### src/common/mecg_pkg.sv
// Summary of operation
// - read-only two-bit field reports register file check bits; 11 means seven bits.
// - read-only bit 27 tells software a memory error correction unit exists.
// - down-counter reloads programmed value; refresh every reload plus one clocks.
// - diagnostic write bypass set makes stores write test checkbits instead.
// - diagnostic read set copies fetched or loaded check bits into test field.
// - ram correction enable turns on check generation and checking for ram.
// - ram correction enable alone makes sub-word sdram stores read-modify-write.
// - prom correction enable at bit 8 turns on checking for prom accesses.
// - prom correction enable resets to zero, then loads general-purpose input line 2 on the third clock after reset.
// - eight-bit test checkbit field is software read/write, bypass source, capture target.
// - write guard checks only while enable bit 31 is set; resets to zero.
// - bit 30 selects mode: set is block-protect, clear is segment-allow.
// - fifteen-bit tag is exclusive-ORed with matching upper bits of each write address.
// - fifteen-bit mask selects which exclusive-OR result bits decide the match.
package mecg_pkg;

    // register byte addresses
    localparam logic [31:0] ADDR_MEM_CFG3 = 32'h8000_0008;
    localparam logic [31:0] ADDR_WGUARD1 = 32'h8000_001c;

    // memory_config_three field layout
    localparam int RFC_HI = 31;
    localparam int RFC_LO = 30;
    localparam int ECC_PRESENT_BIT = 27;
    localparam int RELOAD_HI = 26;
    localparam int RELOAD_LO = 12;
    localparam int WB_BIT = 11;
    localparam int RB_BIT = 10;
    localparam int RE_BIT = 9;
    localparam int PE_BIT = 8;
    localparam int TCB_HI = 7;
    localparam int TCB_LO = 0;

    // write_guard_one field layout
    localparam int WG_EN_BIT = 31;
    localparam int WG_BP_BIT = 30;
    localparam int WG_TAG_HI = 29;
    localparam int WG_TAG_LO = 15;
    localparam int WG_MASK_HI = 14;
    localparam int WG_MASK_LO = 0;
    localparam int ADDR_TAG_HI = 29;
    localparam int ADDR_TAG_LO = 15;

    // widths
    localparam int RELOAD_W = 15;
    localparam int TCB_W = 8;
    localparam int TAG_W = 15;

    // fixed and reset values
    localparam logic [1:0] RFC_SEVEN_BITS = 2'h3;
    localparam logic [RELOAD_W-1:0] RELOAD_RST = 15'h0000;
    localparam logic [TCB_W-1:0] TCB_RST = 8'h00;
    localparam logic [TAG_W-1:0] TAG_RST = 15'h0000;
    localparam logic [1:0] INIT_LOAD_CNT = 2'h2;

    // store request from the access sequencer
    typedef struct packed {
        logic valid;
        logic [31:0] addr;
        logic subword;
        logic to_sdram;
        logic [TCB_W-1:0] checkbits;
    } mecg_store_s;

    // decision returned for a store
    typedef struct packed {
        logic valid;
        logic allowed;
        logic rmw;
        logic [TCB_W-1:0] checkbits;
    } mecg_store_result_s;

    // check bits seen on a fetch or load
    typedef struct packed {
        logic valid;
        logic [TCB_W-1:0] checkbits;
    } mecg_load_s;

endpackage

### src/rtl/mecg_refresh_timer.sv
module mecg_refresh_timer #(
    parameter int WIDTH = mecg_pkg::RELOAD_W
) (
    input wire logic clock_in,
    input wire logic rst_in,
    input wire logic enable_in,
    input wire logic [WIDTH-1:0] reload_in,
    output logic refresh_out
);
    logic [WIDTH-1:0] count;
    logic [WIDTH-1:0] next_count;
    logic next_refresh;

    // count down, fire and reload at zero
    always_comb begin
        next_count = count;
        next_refresh = 1'b0;
        if (!enable_in) begin
            next_count = reload_in;
        end else if (count == '0) begin
            next_refresh = 1'b1;
            next_count = reload_in;
        end else begin
            next_count = count - 1'b1;
        end
    end

    // state registers
    always_ff @(posedge clock_in or posedge rst_in) begin
        if (rst_in) begin
            count <= '0;
            refresh_out <= 1'b0;
        end else begin
            count <= next_count;
            refresh_out <= next_refresh;
        end
    end
endmodule

### src/rtl/mecg_top.sv
// Added by the designer: the strobed register port.
module mecg_top #(
    parameter logic MEM_ECC_PRESENT = 1'b1
) (
    input wire logic clock_in,
    input wire logic rst_in,
    // register port
    input wire logic [31:0] addr_in,
    input wire logic [31:0] wdata_in,
    input wire logic write_in,
    input wire logic read_in,
    output logic [31:0] rdata_out,
    // strap pin
    input wire logic gpio2_in,
    // sdram controller side
    input wire logic sdram_enable_in,
    output logic refresh_cmd_out,
    // store and load traffic
    input wire mecg_pkg::mecg_store_s store_in,
    input wire mecg_pkg::mecg_load_s load_in,
    output mecg_pkg::mecg_store_result_s store_result_out,
    // protection enables to the access sequencer
    output logic ram_ecc_enable_out,
    output logic prom_ecc_enable_out,
    output logic sdram_subword_rmw_out
);

    // memory_config_three state
    logic [mecg_pkg::RELOAD_W-1:0] reload;
    logic [mecg_pkg::RELOAD_W-1:0] next_reload;
    logic diag_write_bypass;
    logic next_diag_write_bypass;
    logic diag_read_capture;
    logic next_diag_read_capture;
    logic ram_ecc_enable;
    logic next_ram_ecc_enable;
    logic prom_ecc_enable;
    logic next_prom_ecc_enable;
    logic [mecg_pkg::TCB_W-1:0] test_checkbits;
    logic [mecg_pkg::TCB_W-1:0] next_test_checkbits;

    // write_guard_one state
    logic guard_enable;
    logic next_guard_enable;
    logic block_protect_select;
    logic next_block_protect_select;
    logic [mecg_pkg::TAG_W-1:0] guard_tag;
    logic [mecg_pkg::TAG_W-1:0] next_guard_tag;
    logic [mecg_pkg::TAG_W-1:0] guard_mask;
    logic [mecg_pkg::TAG_W-1:0] next_guard_mask;

    // strap capture state
    logic gpio2_meta;
    logic gpio2_sync;
    logic [1:0] init_cnt;
    logic [1:0] next_init_cnt;

    // bus and result state
    logic [31:0] next_rdata;
    mecg_pkg::mecg_store_result_s next_store_result;
    logic next_ram_ecc_out;
    logic next_prom_ecc_out;
    logic next_rmw_out;

    // decode
    logic sel_cfg3;
    logic sel_guard;
    logic guard_permit;
    logic [31:0] cfg3_word;
    logic [31:0] guard_word;

    assign sel_cfg3 = (addr_in == mecg_pkg::ADDR_MEM_CFG3);
    assign sel_guard = (addr_in == mecg_pkg::ADDR_WGUARD1);

    // two-flop synchroniser for the strap pin
    always_ff @(posedge clock_in or posedge rst_in) begin
        if (rst_in) begin
            gpio2_meta <= 1'b0;
            gpio2_sync <= 1'b0;
        end else begin
            gpio2_meta <= gpio2_in;
            gpio2_sync <= gpio2_meta;
        end
    end

    // read-back images of both registers
    always_comb begin
        cfg3_word = '0;
        cfg3_word[mecg_pkg::RFC_HI:mecg_pkg::RFC_LO] = mecg_pkg::RFC_SEVEN_BITS;
        cfg3_word[mecg_pkg::ECC_PRESENT_BIT] = MEM_ECC_PRESENT;
        cfg3_word[mecg_pkg::RELOAD_HI:mecg_pkg::RELOAD_LO] = reload;
        cfg3_word[mecg_pkg::WB_BIT] = diag_write_bypass;
        cfg3_word[mecg_pkg::RB_BIT] = diag_read_capture;
        cfg3_word[mecg_pkg::RE_BIT] = ram_ecc_enable;
        cfg3_word[mecg_pkg::PE_BIT] = prom_ecc_enable;
        cfg3_word[mecg_pkg::TCB_HI:mecg_pkg::TCB_LO] = test_checkbits;
        guard_word = '0;
        guard_word[mecg_pkg::WG_EN_BIT] = guard_enable;
        guard_word[mecg_pkg::WG_BP_BIT] = block_protect_select;
        guard_word[mecg_pkg::WG_TAG_HI:mecg_pkg::WG_TAG_LO] = guard_tag;
        guard_word[mecg_pkg::WG_MASK_HI:mecg_pkg::WG_MASK_LO] = guard_mask;
    end

    // next values of the configuration fields
    always_comb begin
        next_reload = reload;
        next_diag_write_bypass = diag_write_bypass;
        next_diag_read_capture = diag_read_capture;
        next_ram_ecc_enable = ram_ecc_enable;
        next_prom_ecc_enable = prom_ecc_enable;
        next_test_checkbits = test_checkbits;
        next_init_cnt = init_cnt;
        // strap load once the synchroniser output holds the pin level
        if (init_cnt != mecg_pkg::INIT_LOAD_CNT + 2'h1) begin
            next_init_cnt = init_cnt + 2'h1;
        end
        if (init_cnt == mecg_pkg::INIT_LOAD_CNT) begin
            next_prom_ecc_enable = gpio2_sync;
        end
        // software write
        if (write_in && sel_cfg3) begin
            next_reload = wdata_in[mecg_pkg::RELOAD_HI:mecg_pkg::RELOAD_LO];
            next_diag_write_bypass = wdata_in[mecg_pkg::WB_BIT];
            next_diag_read_capture = wdata_in[mecg_pkg::RB_BIT];
            next_ram_ecc_enable = wdata_in[mecg_pkg::RE_BIT];
            next_prom_ecc_enable = wdata_in[mecg_pkg::PE_BIT];
            next_test_checkbits = wdata_in[mecg_pkg::TCB_HI:mecg_pkg::TCB_LO];
        end
        // capture from a fetch or load beats a software write
        if (diag_read_capture && load_in.valid) begin
            next_test_checkbits = load_in.checkbits;
        end
    end

    // configuration registers
    always_ff @(posedge clock_in or posedge rst_in) begin
        if (rst_in) begin
            reload <= mecg_pkg::RELOAD_RST;
            diag_write_bypass <= 1'b0;
            diag_read_capture <= 1'b0;
            ram_ecc_enable <= 1'b0;
            prom_ecc_enable <= 1'b0;
            test_checkbits <= mecg_pkg::TCB_RST;
            init_cnt <= 2'h0;
        end else begin
            reload <= next_reload;
            diag_write_bypass <= next_diag_write_bypass;
            diag_read_capture <= next_diag_read_capture;
            ram_ecc_enable <= next_ram_ecc_enable;
            prom_ecc_enable <= next_prom_ecc_enable;
            test_checkbits <= next_test_checkbits;
            init_cnt <= next_init_cnt;
        end
    end

    // next values of the write guard fields
    always_comb begin
        next_guard_enable = guard_enable;
        next_block_protect_select = block_protect_select;
        next_guard_tag = guard_tag;
        next_guard_mask = guard_mask;
        if (write_in && sel_guard) begin
            next_guard_enable = wdata_in[mecg_pkg::WG_EN_BIT];
            next_block_protect_select = wdata_in[mecg_pkg::WG_BP_BIT];
            next_guard_tag = wdata_in[mecg_pkg::WG_TAG_HI:mecg_pkg::WG_TAG_LO];
            next_guard_mask = wdata_in[mecg_pkg::WG_MASK_HI:mecg_pkg::WG_MASK_LO];
        end
    end

    // write guard registers
    always_ff @(posedge clock_in or posedge rst_in) begin
        if (rst_in) begin
            guard_enable <= 1'b0;
            block_protect_select <= 1'b0;
            guard_tag <= mecg_pkg::TAG_RST;
            guard_mask <= mecg_pkg::TAG_RST;
        end else begin
            guard_enable <= next_guard_enable;
            block_protect_select <= next_block_protect_select;
            guard_tag <= next_guard_tag;
            guard_mask <= next_guard_mask;
        end
    end

    // address compare against tag and mask
    mecg_write_guard #(
        .TAG_WIDTH(mecg_pkg::TAG_W)
    ) u_guard (
        .enable_in(guard_enable),
        .block_mode_in(block_protect_select),
        .tag_in(guard_tag),
        .mask_in(guard_mask),
        .addr_bits_in(store_in.addr[mecg_pkg::ADDR_TAG_HI:mecg_pkg::ADDR_TAG_LO]),
        .permit_out(guard_permit)
    );

    // refresh interval generator
    mecg_refresh_timer #(
        .WIDTH(mecg_pkg::RELOAD_W)
    ) u_refresh (
        .clock_in(clock_in),
        .rst_in(rst_in),
        .enable_in(sdram_enable_in),
        .reload_in(reload),
        .refresh_out(refresh_cmd_out)
    );

    // store decision, check bit source and protection enables
    always_comb begin
        next_store_result.valid = store_in.valid;
        next_store_result.allowed = store_in.valid && guard_permit;
        next_store_result.rmw = store_in.valid && ram_ecc_enable
            && store_in.subword && store_in.to_sdram;
        if (diag_write_bypass) begin
            next_store_result.checkbits = test_checkbits;
        end else begin
            next_store_result.checkbits = store_in.checkbits;
        end
        next_ram_ecc_out = ram_ecc_enable;
        next_prom_ecc_out = prom_ecc_enable;
        next_rmw_out = ram_ecc_enable;
    end

    // read data mux, unmapped reads give zero
    always_comb begin
        next_rdata = '0;
        if (read_in && sel_cfg3) begin
            next_rdata = cfg3_word;
        end else if (read_in && sel_guard) begin
            next_rdata = guard_word;
        end
    end

    // output registers
    always_ff @(posedge clock_in or posedge rst_in) begin
        if (rst_in) begin
            rdata_out <= '0;
            store_result_out <= '0;
            ram_ecc_enable_out <= 1'b0;
            prom_ecc_enable_out <= 1'b0;
            sdram_subword_rmw_out <= 1'b0;
        end else begin
            rdata_out <= next_rdata;
            store_result_out <= next_store_result;
            ram_ecc_enable_out <= next_ram_ecc_out;
            prom_ecc_enable_out <= next_prom_ecc_out;
            sdram_subword_rmw_out <= next_rmw_out;
        end
    end

endmodule

### src/rtl/mecg_write_guard.sv
module mecg_write_guard #(
    parameter int TAG_WIDTH = mecg_pkg::TAG_W
) (
    input wire logic enable_in,
    input wire logic block_mode_in,
    input wire logic [TAG_WIDTH-1:0] tag_in,
    input wire logic [TAG_WIDTH-1:0] mask_in,
    input wire logic [TAG_WIDTH-1:0] addr_bits_in,
    output logic permit_out
);
    logic [TAG_WIDTH-1:0] diff;
    logic match;

    // per-bit masked tag compare
    for (genvar i = 0; i < TAG_WIDTH; i++) begin : g_bit
        assign diff[i] = (tag_in[i] ^ addr_bits_in[i]) & mask_in[i];
    end

    // match and mode decision
    always_comb begin
        match = ~|diff;
        if (!enable_in) begin
            permit_out = 1'b1;
        end else if (block_mode_in) begin
            permit_out = !match;
        end else begin
            permit_out = match;
        end
    end
endmodule

### config.mk
export PLATFORM = sky130hd
export DESIGN_NAME = mecg_top
export DESIGN_NICKNAME = d
export VERILOG_FILES = /design/src/common/mecg_pkg.sv /design/src/rtl/mecg_refresh_timer.sv /design/src/rtl/mecg_top.sv /design/src/rtl/mecg_write_guard.sv
export SDC_FILE = /design/constraint.sdc
export NUM_CORES = 1
export LEC_CHECK = 0
export BUFFER_PORTS_ARGS = -buffer_cell sky130_fd_sc_hd__buf_2
export CAP_MARGIN = 15
export CORE_MARGIN = 10
export CORE_UTILIZATION = 30
export CTS_CLUSTER_DIAMETER = 150
export DETAILED_ROUTE_END_ITERATION = 10
export GPL_ROUTABILITY_DRIVEN = 0
export RECOVER_POWER = 50
export SLEW_MARGIN = 10
export SYNTH_ARGS = -nofsm -noshare
export SYNTH_HDL_FRONTEND = slang
export SYNTH_HIERARCHICAL = 1
export SYNTH_SLANG_ARGS = --single-unit
### constraint.sdc
create_clock -name clock_in -period 3.7 [get_ports clock_in]
set_clock_uncertainty 0.2 [all_clocks]
set_input_delay 0.74 -clock clock_in [delete_from_list [all_inputs] [get_ports clock_in]]
set_output_delay 0.74 -clock clock_in [all_outputs]
set_load 0.005 [all_outputs]
=== Yosys cells after proc, flatten, opt, wreduce, memory -nomap -nowiden ===
Cells that the tools add are included.

* Equal/unequal tests: 4
* $add $sub $neg: 2
* Mux-type cells: 13
* Bitwise operators: 30
* Reductions and logical operators: 14

{| class="wikitable"
|+ Operators by type and width
! kind !! number
|-
| 32-bit == test, second input constant || 2
|-
| 32-bit two-way mux || 2
|-
| 15-bit two-way mux || 2
|-
| 8-bit two-way mux || 3
|-
| 1-bit AND || 15
|-
| 15-bit zero test || 1
|-
| 15-bit OR reduction || 1
|-
| 15-bit by 1-bit subtractor with 15-bit output, second input constant || 1
|-
| 1-bit bitwise XOR || 15
|-
| 1-bit logical AND || 9
|-
| 1-bit two-way mux || 6
|-
| 2-bit nonzero test || 2
|-
| 2-bit by 1-bit adder with 2-bit output, second input constant || 1
|-
| 2-bit == test, second input constant || 1
|-
| 2-bit inequality test, second input constant || 1
|-
| 1-bit zero test || 1
|}

* Output and inout port bits: 47
* Logic and storage cells: 85
* Input port bits: 122
* Register bits: 124

=== Longest topological paths before layout ===
Gate-level depths: netlist (run 1).

* Depth after elaboration: 7
* Depth in mapped cells: 7
* Gate-level depth less buffers: 6

=== Cells and area by module ===
The synthesis (run 1) kept the hierarchy.

{| class="wikitable"
|+ Modules (own cells, without submodules)
! module !! sequential area each (um^2) !! cells an instance !! instances !! area an instance (um^2)
|-
| mecg_top || 2702.6 || 284 || 1 || 4256.6
|-
| mecg_refresh_timer || 400.4 || 75 || 1 || 963.4
|-
| mecg_write_guard || 0.0 || 27 || 1 || 214.0
|}

=== Least setup slack after synthesis (run 1) ===
OpenSTA, ideal clock, no wires.

* Path kind: input -> register
* Start point: in addr_in[28]
* End point: reg reload[0] in the netlist's numbering
* Arrival: 2319 ps
* Slack: 1053 ps
* Buffers on the path: 1
* Stages on the path: 5
* Data required time: 3373 ps
* Setup time: 127 ps
* Cell sequence: nor4b_2 -> nand4_1 -> nor4_4 -> buf_6 -> mux2_1

* Cells in the longest elaborated chain, start to end: 2

{| class="wikitable"
|+ RTL lines
! element !! line !! source
|-
| from (decl) || mecg_top.sv:8 || <nowiki>input wire logic [31:0] addr_in,</nowiki>
|-
| 32-bit == test || mecg_top.sv:72 || <nowiki>assign sel_cfg3 = (addr_in == mecg_pkg::ADDR_MEM_CFG3);</nowiki>
|-
| 1-bit logical AND || mecg_top.sv:121 || <nowiki>if (write_in && sel_cfg3) begin</nowiki>
|-
| to (signal assigned) || mecg_top.sv:138 || <nowiki>reload <= mecg_pkg::RELOAD_RST;</nowiki>
|-
| to (signal assigned) || mecg_top.sv:146 || <nowiki>reload <= next_reload;</nowiki>
|-
| to (decl) || mecg_top.sv:29 || <nowiki>logic [mecg_pkg::RELOAD_W-1:0] reload;</nowiki>
|}

No other way between the ends.
A chain may end at the register's enable or synchronous reset.

=== Worst setup path in the final report (run 1) ===
* Start point: in addr_in[20]
* End point: reg reload[13] in the netlist's numbering

Same word-level chain as after synthesis.

==> reports/qor.log, run 1 <==
[route] detailed router's first-iteration violation count 174
[die] area of the core 0.0179 mm^2
[global_route] gr ovfl total 0
[yosys] share of the yosys chip area belonging to registers 57.1%
[die] number of ports placed on the die boundary 169
[setup_path] critical setup path kind in -> reg
[cts] clock buffer depth 2
[worst_hold_path] worst hold path class in -> async
[timing] aggregate negative setup slack 0 ps
[finish] count of nets after finishing 672
[setup_path] category of the worst setup path capture point flop
[yosys] post-synthesis instance area 0.00543 mm^2
[pwr] power density relative to cell area 510 mW/mm^2
[pwr] Worst VDD drop 0.277 mV
[route] wire length per cell 19.1 um
[setup_path] maximum fanout count along the critical path 19
[timing] unrepaired setup endpoints after global routing false
[route] via total after detailed routing 3,804
[yosys] number of enable-type register cells in the synthesized netlist 0
[placement] placed standard-cell area 0.00648 mm^2
[cts] Post-CTS Setup Bufs 0
[yosys] FF+latch count, synth 124
[yosys] Synth async-reset ratio 100%
[global_route] global-route wire length before repair 24.1 mm
[finish] cell area after layout 0.00705 mm^2
[finish] combined area of the multi-input logic cells 0.00222 mm^2
[cts] insertion delay to the later sink of the worst-skew pair 410 ps
[timing] final period demand of the worst path 2410 ps
[die] full die area 0.0239 mm^2
[job] Max-Cap Viols 0
[yosys] top cell type's share of synthesized area 57.1%
[yosys] Synth top cells by count dfrtp_1 (124), mux2_2 (52), a22o_1 (27)
[global_route] via count of the first global-routing pass 4,395
[route] residual DRC count 0
[yosys] Post-Synthesis Cells 386
[setup_path] worst setup slack for register-to-register paths 1340 ps
[route] number of antenna-violating nets in the routed design 0
[cts] TritonCTS clock tree built
[yosys] total nets after synthesis 512
[yosys] Post-Synthesis Mean Instance Area 14.1 um^2
[setup_path] category of the worst setup path launch point primary input
[timing] relative slew slack 16.0%
[timing] highest clock frequency the design can meet 415 MHz
[finish] storage element area 0.00310 mm^2
[pwr] static leakage 3.58 nW
[finish] post-synthesis to final-layout area growth 29.8%
[cts] hold-fix buffers at CTS 0
[placement] pre-CTS worst setup slack 823 ps
[global_route] antenna violations before repair 3
[yosys] most frequently used flop master after synthesis dfrtp_1
[cts] clock transition at the registers of the reported paths 50 ps
[timing] final-report setup violation count 0
[placement] Port-buffer cells 151
[timing] Worst Tran Pin Value 1260 ps
[route] post-DR vias/cell 4.82
[timing] Final Max Tran Viols 0
[timing] share of the clock period used by the worst path after layout 65.2%
[run_status] status finished, final reports clean
[yosys] top post-synthesis cells by area dfrtp_1 (57%), mux2_2 (11%), a22o_1 (4.4%)
[route] length of the first detailed-routing pass in iterations 5
[setup_path] number of cells on the worst reg-to-reg path 6
[route] total detailed-routing wirelength 15.1 mm
[die] # rows 49
[die] die width 155 um
[finish] final instance count without filler cells 789
[finish] fraction of the core area covered by cells at the end of the flow 39.4%
[setup_path] Critical Path RT 3800 ps
[global_route] maximum number of pins on one net before global-route repair 55
[cts] sink count of the clock tree 124
[placement] total instance count after detailed placement 756
[yosys] number of distinct library cells after synthesis 43
[yosys] most numerous cell in the Yosys netlist dfrtp_1
[yosys] Yosys top cell by area dfrtp_1
[finish] filler instances 1,748
[cts] CTS H-tree lvls 4
[die] initial core utilization 30.4%
[placement] HPWL Detailed 11.3 mm
[cts] root buf cell clkbuf_16
[cts] number of gates given a new drive strength after cts 0
[die] height of the chip 155 um
[timing] min setup slack post-route 1290 ps
[cts] number of clock buffers inserted by TritonCTS 17
[finish] fraction of layout cells with a size suffix above 1 46.6%
[timing] final-report hold violation count 0
[global_route] total global-route track usage 12.9%
[setup_path] CP Data Arrival Time 2510 ps
[yosys] yosys synthesis warning count 6
per-layer routing:
| metal | GRT usage, % | vias up | routed length [um] | share of wire (%) |
|---|---|---|---|---|
| li1 | - | 1761 | - | - |
| met1 | 14.7 | 1895 | 6300 | 42 |
| met2 | 21.1 | 126 | 7440 | 49 |
| met3 | 5.71 | 20 | 1110 | 7.4 |
| met4 | 4.09 | 2 | 189 | 1.3 |
| met5 | 0 | - | 18 | 0.12 |
stage by stage:
step	hold WS (ps)	total power [mW]
after global placement	138	1.99
after CTS	7.11	3.64
after detailed placement	142	1.99
after floorplan	131	1.85
final	35.1	3.60
after global routing	36.0	3.76
worst max-delay path, cell delays in order:
cell     delay [ps]
buf_2           100
nor4_2          330
nand4_1         130
buf_4           210
nor4_4          250
buf_4           360
mux2_2          380
where the power goes:
part	switching [mW]	internal [mW]
Sequential	0.0589	1.41
Clock	0.574	1.05
Combinational	0.246	0.256
flip-flops by register name, summed over array words and instances, names as in the netlist, 2 cells and up:
signal            count
reload               15
guard_tag            15
rdata_out            32
init_cnt              2
store_result_out     11
guard_mask           15
u_refresh/count      15
test_checkbits        8
cell usage in the layout, fill, tap and decap left out, drive strengths merged, types with 3 or more instances in the layout:
master and n:
buf 152, dfrtp 124, mux2 73, clkbuf 31
a22o 27, xor2 20, nor2 15, nor4 11
o31ai 9, a41oi 9, a21oi 9, xnor2 8
inv 7, nand4 7, a22oi 6, nand2 6
nor3b 4, and2 4, ha 4, clkinv 4
nand3 4, and4 3, a21o 3, nor4b 3
final timing paths:
path | from | endpoint
worst max-delay path | addr_in[20] | reload[13]
worst max register to register | u_refresh/count[0] | u_refresh/count[14]
worst min register to register | gpio2_meta | gpio2_sync
min in group clock_in | gpio2_meta | gpio2_sync
max in group asynchronous | rst_in | rdata_out[31]
worst min-delay path | rst_in | reload[8]
cell type report:
cell class / instances / area share, %
Antenna cell: 2 / 0.0710
Clock buffer: 24 / 6.97
Clock inverter: 7 / 1.24
Timing Repair Buffer: 159 / 11.8
Multi-Input combinational cell: 236 / 31.4
Tap cell: 229 / 4.06
Sequential cell: 124 / 44.0
Inverter: 8 / 0.444
cells by family after synthesis:
family | synth area share, %
simple gates | 9.56
flops | 57.1
mux | 15.9
compound gates | 9.49
fa+ha+maj | 0.921
buf+inv | 2.49
xor+xnor | 4.51
(Power assumes the default switching activity.)
==> run 2: changes to the inputs <==
--- a/config.mk
+++ b/config.mk
@@ -5,6 +5,7 @@
 export SDC_FILE = /design/constraint.sdc
 export NUM_CORES = 1
 export LEC_CHECK = 0
+export ABC_AREA = 1
 export BUFFER_PORTS_ARGS = -buffer_cell sky130_fd_sc_hd__buf_2
 export CAP_MARGIN = 15
 export CORE_MARGIN = 10
==> constraint.sdc (replaced) <==
create_clock -name clock_in -period 2.1 [get_ports clock_in]
set_clock_uncertainty 0.2 [all_clocks]
set_input_delay 0.42 -clock clock_in [delete_from_list [all_inputs] [get_ports clock_in]]
set_output_delay 0.42 -clock clock_in [all_outputs]
set_load 0.005 [all_outputs]
==> reports/qor.log, run 2 <==
[cts] clock transition at the registers of the reported paths 50 ps [about the same]
[timing] share of the clock period used by the worst path after layout 85.0%
[setup_path] maximum fanout count along the critical path 23 [was 19]
[pwr] post-layout total power 5.68 mW [was 3.60 mW]
[setup_path] cell with the largest stage delay on the worst path clkinvlp_2 [was mux2_2]
[timing] Final Max Tran Viols 0 [unchanged]
[finish] combined area of the multi-input logic cells 0.00256 mm^2 [was 0.00222 mm^2]
[pwr] Worst VDD drop 0.584 mV [was 0.277 mV]
[cts] sink count of the clock tree 124 [unchanged]
[setup_path] Worst path most repeated cell clkbuf_1 [was buf_4]
[pwr] static leakage 4.44 nW [was 3.58 nW]
[pwr] power density relative to cell area 703 mW/mm^2 [was 510 mW/mm^2]
[die] die width 166 um [was 155 um]
[cts] number of clock buffers inserted by TritonCTS 17 [unchanged]
[route] residual DRC count 0 [unchanged]
[die] height of the chip 166 um [was 155 um]
[setup_path] Critical Path RT 2460 ps [was 3800 ps]
[setup_path] CP Data Arrival Time 2150 ps [was 2510 ps]
[finish] leading cell types in the layout, fill and taps excluded nand2_1 (293), buf_2 (149), inv_1 (134) [was buf_2 (145), dfrtp_1 (124), mux2_2 (52)]
[placement] total instance count after detailed placement 1,261 [was 756]
[global_route] total global-route track usage 13.3% [was 12.9%]
[yosys] Post-Synthesis Cells 842 [was 386]
[setup_path] critical setup path kind in -> async [was in -> reg]
[global_route] antenna violations before repair 5 [was 3]
[route] detailed router's first-iteration violation count 213 [was 174]
[run_status] status finished, final reports clean [unchanged]
[yosys] top cell type's share of synthesized area 48.8% [was 57.1%]
[die] full die area 0.0274 mm^2 [was 0.0239 mm^2]
[route] post-DR vias/cell 4.21 [was 4.82]
[global_route] global-route wire length before repair 28.1 mm [was 24.1 mm]
[finish] cell area after layout 0.00808 mm^2 [was 0.00705 mm^2]
[timing] Worst Tran Pin Value 1170 ps [was 1260 ps]
[timing] final-report hold violation count 0 [unchanged]
[cts] root buf cell clkbuf_16 [unchanged]
[finish] storage element area 0.00310 mm^2 [unchanged]
[die] area of the core 0.0210 mm^2 [was 0.0179 mm^2]
[yosys] Post-Synthesis Mean Instance Area 7.55 um^2 [was 14.1 um^2]
[die] # rows 53 [was 49]
[global_route] maximum number of pins on one net before global-route repair 65 [was 55]
[finish] flip-flop count of the largest register after layout 32 [unchanged]
[cts] TritonCTS clock tree built [unchanged]
[job] Max-Cap Viols 0 [unchanged]
[yosys] Synth async-reset ratio 100% [unchanged]
[finish] count of nets after finishing 1,135 [was 672]
[global_route] via count of the first global-routing pass 5,530 [was 4,395]
[yosys] share of the yosys chip area belonging to registers 48.8% [was 57.1%]
[finish] post-synthesis to final-layout area growth 27.1% [was 29.8%]
[yosys] total nets after synthesis 968 [was 512]
[placement] Port-buffer cells 151 [unchanged]
[yosys] number of distinct library cells after synthesis 30 [was 43]
[setup_path] category of the worst setup path capture point async pin [was flop]
[cts] insertion delay to the later sink of the worst-skew pair 420 ps [was 410 ps]
[timing] relative slew slack 21.7% [was 16.0%]
[finish] leading cell type in the layout, fill and taps excluded nand2_1 [was buf_2]
[route] via total after detailed routing 5,465 [was 3,804]
[finish] fraction of layout cells with a size suffix above 1 23.4% [was 46.6%]
[setup_path] Largest stage delay, worst path 700 ps [was 380 ps]
[die] initial core utilization 30.3% [was 30.4%]
[global_route] gr ovfl total 0 [unchanged]
[timing] unrepaired setup endpoints after global routing false [unchanged]
[placement] placed standard-cell area 0.00751 mm^2 [was 0.00648 mm^2]
[timing] aggregate negative setup slack 0 ps [unchanged]
[finish] filler instances 2,225 [was 1,748]
[setup_path] worst setup slack for register-to-register paths 370 ps [was 1340 ps]
[setup_path] category of the worst setup path launch point primary input [unchanged]
[timing] final period demand of the worst path 1790 ps
[yosys] most numerous cell in the Yosys netlist nand2_1 [was dfrtp_1]
[yosys] post-synthesis instance area 0.00636 mm^2 [was 0.00543 mm^2]
[timing] hold slack 16.9 ps [was 35.1 ps]
[route] number of antenna-violating nets in the routed design 0 [unchanged]
[timing] highest clock frequency the design can meet 560 MHz
[placement] HPWL Detailed 13.8 mm [was 11.3 mm]
[yosys] yosys synthesis warning count 6 [unchanged]
[route] length of the first detailed-routing pass in iterations 4 [was 5]
[yosys] top post-synthesis cells by area dfrtp_1 (49%), nand2_1 (17%), inv_1 (7.9%) [was dfrtp_1 (57%), mux2_2 (11%), a22o_1 (4.4%)]
[yosys] Synth top cells by count nand2_1 (293), inv_1 (134), dfrtp_1 (124) [was dfrtp_1 (124), mux2_2 (52), a22o_1 (27)]
[setup_path] cell breakdown of the critical path dlygate4sd3_1, clkbuf_1, clkinvlp_2, clkbuf_1 [was buf_2, nor4_2, nand4_1, buf_4, nor4_4, buf_4, mux2_2]
[cts] clock buffer depth 2 [unchanged]
[yosys] FF+latch count, synth 124 [unchanged]
[finish] Top reg by flops rdata_out [unchanged]
[route] wire length per cell 13.6 um [was 19.1 um]
[yosys] Yosys top cell by area dfrtp_1 [unchanged]
[timing] final-report setup violation count 0 [unchanged]
[finish] final instance count without filler cells 1,298 [was 789]
[die] number of ports placed on the die boundary 169 [unchanged]
[cts] CTS H-tree lvls 4 [unchanged]
[yosys] most frequently used flop master after synthesis dfrtp_1 [unchanged]
[cts] number of gates given a new drive strength after cts 0 [unchanged]
[yosys] number of enable-type register cells in the synthesized netlist 0 [unchanged]
[route] total detailed-routing wirelength 17.7 mm [was 15.1 mm]
[worst_hold_path] worst hold path class in -> reg [was in -> async]
-- run 2: changes by cell type after synthesis, sizes merged, moves of 6 or more --
| cell | change |
|---|---|
| nand2 | +293 |
| inv | +133 |
| nor2 | +113 |
| mux2 | -64 |
| o21ai | +60 |
| nand3 | +31 |
| a22o | -27 |
| xor2 | -17 |
| nor4 | -11 |
| a41oi | -9 |
| o31ai | -9 |
| buf | +8 |
| a22oi | -6 |
-- run 2: layout make-up --
| class | instances | area share, % |
|---|---|---|
| Timing Repair Buffer | 170 | 12.2 |
| Sequential cell | 124 | 38.4 |
| Antenna cell | 3 | 0.0929 |
| Clock buffer | 21 | 5.57 |
| Clock inverter | 9 | 1.21 |
| Tap cell | 275 | 4.26 |
| Multi-Input combinational cell | 555 | 31.7 |
| Inverter | 141 | 6.56 |
-- run 2: worst paths after layout --
check,from,endpoint,cells after the start
setup / recovery,rst_in,reload[3],4
hold reg to reg,gpio2_meta,gpio2_sync,0
max in group clock_in,u_refresh/count[0],u_refresh/count[10],9
setup reg to reg,u_refresh/count[0],u_refresh/count[10],9
min in group asynchronous,rst_in,u_refresh/count[6],3
hold / removal,store_in[8],store_result_out[8],3
-- run 2: kinds of logic (layout without fill, tap and decap cells) --
kind of cell / count (synthesis) / after routing / synth area share, %
flip-flops: 124 / 124 / 48.8
AO/OA/AOI/OAI: 68 / 68 / 5.47
multiplexers: 9 / 9 / 1.59
buffers and inverters: 163 / 341 / 10.7
other: 0 / 3 / 0
AND/OR/NAND/NOR: 467 / 467 / 31.7
XOR/XNOR: 7 / 7 / 0.965
adder cells (fa/ha/maj): 4 / 4 / 0.787
-- run 2: repair_timing --
action,CTS,global route
hold endpoints to repair,36,0
setup buffers,0,0
hold buffers,4,0
-- run 2: through the flow --
stage               util (%)  setup WS, ps
finish                  38.6           315
global route            38.5           104
CTS                     38.6           350
detailed placement      35.8           100
global placement        35.8           138
floorplan                  -           178
-- run 2: where the power goes --
part / switching [mW] / internal (mW)
sequential: 0.0331 / 2.43
clock: 1.02 / 1.75
combinational: 0.263 / 0.190
-- run 2: per-layer routing --
layer	global-route usage [%]	vias to the layer above	wire length, um
li1	-	2866	-
met1	15.4	2436	7510
met2	22.1	129	8600
met3	4.88	26	1260
met4	4.63	8	240
met5	0	-	46
-- run 2: critical path, delay by kind of cell --
family	cells	cell delay [ps]
buffers and inverters	4	1720
==> run 3: changes to the inputs <==
==> constraint.sdc (replaced) <==
create_clock -name clock_in -period 2.1 [get_ports clock_in]
set_clock_uncertainty 0.2 [all_clocks]
set_input_delay 0.63 -clock clock_in [delete_from_list [all_inputs] [get_ports clock_in]]
set_output_delay 0.63 -clock clock_in [all_outputs]
set_load 0.005 [all_outputs]
==> reports/qor.log, run 3 (synthesized netlist as in run 2, its figures left out) <==
[pwr] switching share of power 23.4% [was 23.1%]
[cts] TritonCTS clock tree built [unchanged]
[setup_path] maximum fanout count along the critical path 28 [was 23]
[finish] filler instances 2,285 [was 2,225]
[timing] relative slew slack 22.4% [was 21.7%]
[finish] leading cell type in the layout, fill and taps excluded nand2_1 [unchanged]
[cts] clock buffer depth 2 [unchanged]
[die] # rows 53 [unchanged]
[timing] highest clock frequency the design can meet 552 MHz [was 560 MHz]
[global_route] met2 Track Usage GR 21.9% [was 22.1%]
[global_route] maximum number of pins on one net before global-route repair 83 [was 65]
[setup_path] CP Data Arrival Time 1910 ps [was 2150 ps]
[setup_path] launch point of the critical path addr_in[19] [was rst_in]
[setup_path] cell with the largest stage delay on the worst path clkbuf_4 [was clkinvlp_2]
[finish] combined area of the multi-input logic cells 0.00257 mm^2 [was 0.00256 mm^2]
[pwr] power density relative to cell area 703 mW/mm^2 [about the same]
[setup_path] startpoint of the worst-slack reg-to-reg timing path u_refresh/count[0] [unchanged]
[setup_path] category of the worst setup path capture point flop [was async pin]
[cts] root buf cell clkbuf_16 [unchanged]
[pwr] Worst VDD drop 0.612 mV [was 0.584 mV]
[run_status] status finished, final reports clean [unchanged]
[pwr] switching pwr 1.33 mW [was 1.31 mW]
[pwr] share of total power in the clock network 48.9% [was 48.6%]
[route] post-DR vias/cell 4.17 [was 4.21]
[timing] Worst Tran Pin Value 1160 ps [was 1170 ps]
[job] Max-Cap Viols 0 [unchanged]
[global_route] met3 global-route usage 5.16% [was 4.88%]
[cts] insertion delay to the later sink of the worst-skew pair 420 ps [about the same]
[timing] final-report setup violation count 0 [unchanged]
[worst_hold_path] start point of the worst min-delay path gpio2_in [was store_in[8]]
[setup_path] Critical Path RT 2200 ps [was 2460 ps]
[finish] count of nets after finishing 1,135 [unchanged]
[pwr] cell internal pwr 4.35 mW [was 4.37 mW]
[setup_path] buffers and inverters on the worst path 2 [was 4]
[cts] number of gates given a new drive strength after cts 0 [unchanged]
[cts] Post-CTS Setup Bufs 0 [unchanged]
[global_route] gr ovfl total 0 [unchanged]
[global_route] global route hottest layer met2 [unchanged]
[finish] post-synthesis to final-layout area growth 27.2% [was 27.1%]
[route] wire length per cell 13.7 um [was 13.6 um]
[global_route] via count of the first global-routing pass 5,479 [was 5,530]
[setup_path] number of cells on the worst reg-to-reg path 9 [unchanged]
[setup_path] cell depth of the worst setup path 8 [was 4]
[timing] final-report hold violation count 0 [unchanged]
[route] residual DRC count 0 [unchanged]
[timing] unrepaired setup endpoints after global routing false [unchanged]
[route] length of the first detailed-routing pass in iterations 4 [unchanged]
[finish] fraction of layout cells with a size suffix above 1 24.3% [was 23.4%]
[finish] fraction of the core area covered by cells at the end of the flow 38.6% [about the same]
[pwr] static leakage 4.44 nW [about the same]
[placement] Port-buffer cells 151 [unchanged]
[route] via total after detailed routing 5,413 [was 5,465]
[cts] hold-fix buffers at CTS 0 [was 4]
[setup_path] cell breakdown of the critical path buf_2, nor2_1, nand4_1, nor2_8, nand3_4, clkbuf_4, nand2_1, o21ai_1 [was dlygate4sd3_1, clkbuf_1, clkinvlp_2, clkbuf_1]
[route] total detailed-routing wirelength 17.8 mm [was 17.7 mm]
[die] die width 166 um [unchanged]
[setup_path] Largest stage delay, worst path 280 ps [was 700 ps]
[finish] storage element area 0.00310 mm^2 [unchanged]
[die] full die area 0.0274 mm^2 [unchanged]
[worst_hold_path] worst hold path class in -> reg [unchanged]
[placement] HPWL Detailed 14.0 mm [was 13.8 mm]
[finish] flip-flop count of the largest register after layout 32 [unchanged]
[global_route] total global-route track usage 13.3% [about the same]
[cts] clock transition at the registers of the reported paths 50 ps [about the same]
[pwr] proportion of power drawn by combinational gates 7.7% [was 8.0%]
[pwr] Reg power frac 43.4% [about the same]
[setup_path] critical setup path kind in -> reg [was in -> async]
[finish] leading cell types in the layout, fill and taps excluded nand2_1 (293), buf_2 (149), inv_1 (133) [was nand2_1 (293), buf_2 (149), inv_1 (134)]
[timing] share of the clock period used by the worst path after layout 86.2% [was 85.0%]
[timing] hold slack 114 ps [was 16.9 ps]
[global_route] antenna violations before repair 6 [was 5]
[global_route] global-route wire length before repair 28.3 mm [was 28.1 mm]
[timing] Final Max Tran Viols 0 [unchanged]
[die] area of the core 0.0210 mm^2 [unchanged]
[cts] CTS H-tree lvls 4 [unchanged]
[placement] placed standard-cell area 0.00757 mm^2 [was 0.00751 mm^2]
[route] number of antenna-violating nets in the routed design 0 [unchanged]
[timing] final period demand of the worst path 1810 ps [was 1790 ps]
[worst_hold_path] depth of the worst hold-timing path 1 [was 3]
[setup_path] CP delay by family, top simple AND/OR/NAND/NOR gates [was buffers and inverters]
[cts] number of clock buffers inserted by TritonCTS 17 [unchanged]
[cts] sink count of the clock tree 124 [unchanged]
[finish] cell area after layout 0.00809 mm^2 [was 0.00808 mm^2]
[route] detailed router's first-iteration violation count 256 [was 213]
[die] height of the chip 166 um [unchanged]
[setup_path] category of the worst setup path launch point primary input [unchanged]
[finish] Top reg by flops rdata_out [unchanged]
[timing] aggregate negative setup slack 0 ps [unchanged]
[die] initial core utilization 30.3% [unchanged]
[global_route] global routing usage on met1 15.8% [was 15.4%]
[die] number of ports placed on the die boundary 169 [unchanged]
-- run 3: changes by cell type in the layout (fill, tap and decap cells not counted), sizes merged --
cell	delta
clkinv	-3
clkinvlp	+1
buf	+2
dlygate4sd3	-4
bufinv	-2
clkbuf	+7
-- run 3: path summary, 6_finish.rpt --
kind | to | slack [ps]
max | guard_mask[6] | 290
min | gpio2_meta | 110
max reg2reg | u_refresh/count[6] | 340
min reg2reg | gpio2_sync | 150
max in group asynchronous | rdata_out[22] | 500
min in group asynchronous | rdata_out[18] | 240
-- run 3: power groups by stage --
stage                     Combinational [mW]  Clock, mW  Sequential (mW)
after CTS                              0.454       2.85             2.46
after floorplan                        0.266          0             2.50
after global routing                   0.506       2.95             2.47
final                                  0.438       2.78             2.47
after global placement                 0.444          0             2.50
after detailed placement               0.451          0             2.51
-- run 3: metal layers --
metal	vias to the layer above	share of wire, %	wire length (um)
li1	2867	-	-
met1	2393	43	7610
met2	123	49	8630
met3	22	7.5	1320
met4	8	0.81	144
met5	-	0.25	45
-- run 3: final cells by class --
type	count	area share (%)
Clock buffer	26	6.67
Multi-Input combinational cell	555	31.8
Sequential cell	124	38.4
Antenna cell	3	0.0929
Inverter	141	6.56
Tap cell	275	4.26
Timing Repair Buffer	170	11.9
Clock inverter	5	0.371
-- run 3: worst reg2reg max path: cells and delay by family (launching register included) --
| kind | cells | cell delay [ps] |
|---|---|---|
| and+or+nand+nor | 6 | 750 |
| buffers and inverters | 2 | 150 |
| adders and majority gates | 1 | 150 |
| DFF | 1 | 410 |
-- run 3: stage by stage --
| stage | total power, mW | worst slack (ps) | instances |
|---|---|---|---|
| after global routing | 5.93 | 167 | 1297 |
| after detailed placement | 2.96 | -80.2 | 1265 |
| after CTS | 5.77 | 317 | 1296 |
| after floorplan | 2.77 | -31.5 | 842 |
| after global placement | 2.95 | -62.6 | 1265 |
| final | 5.69 | 290 | 1299 |
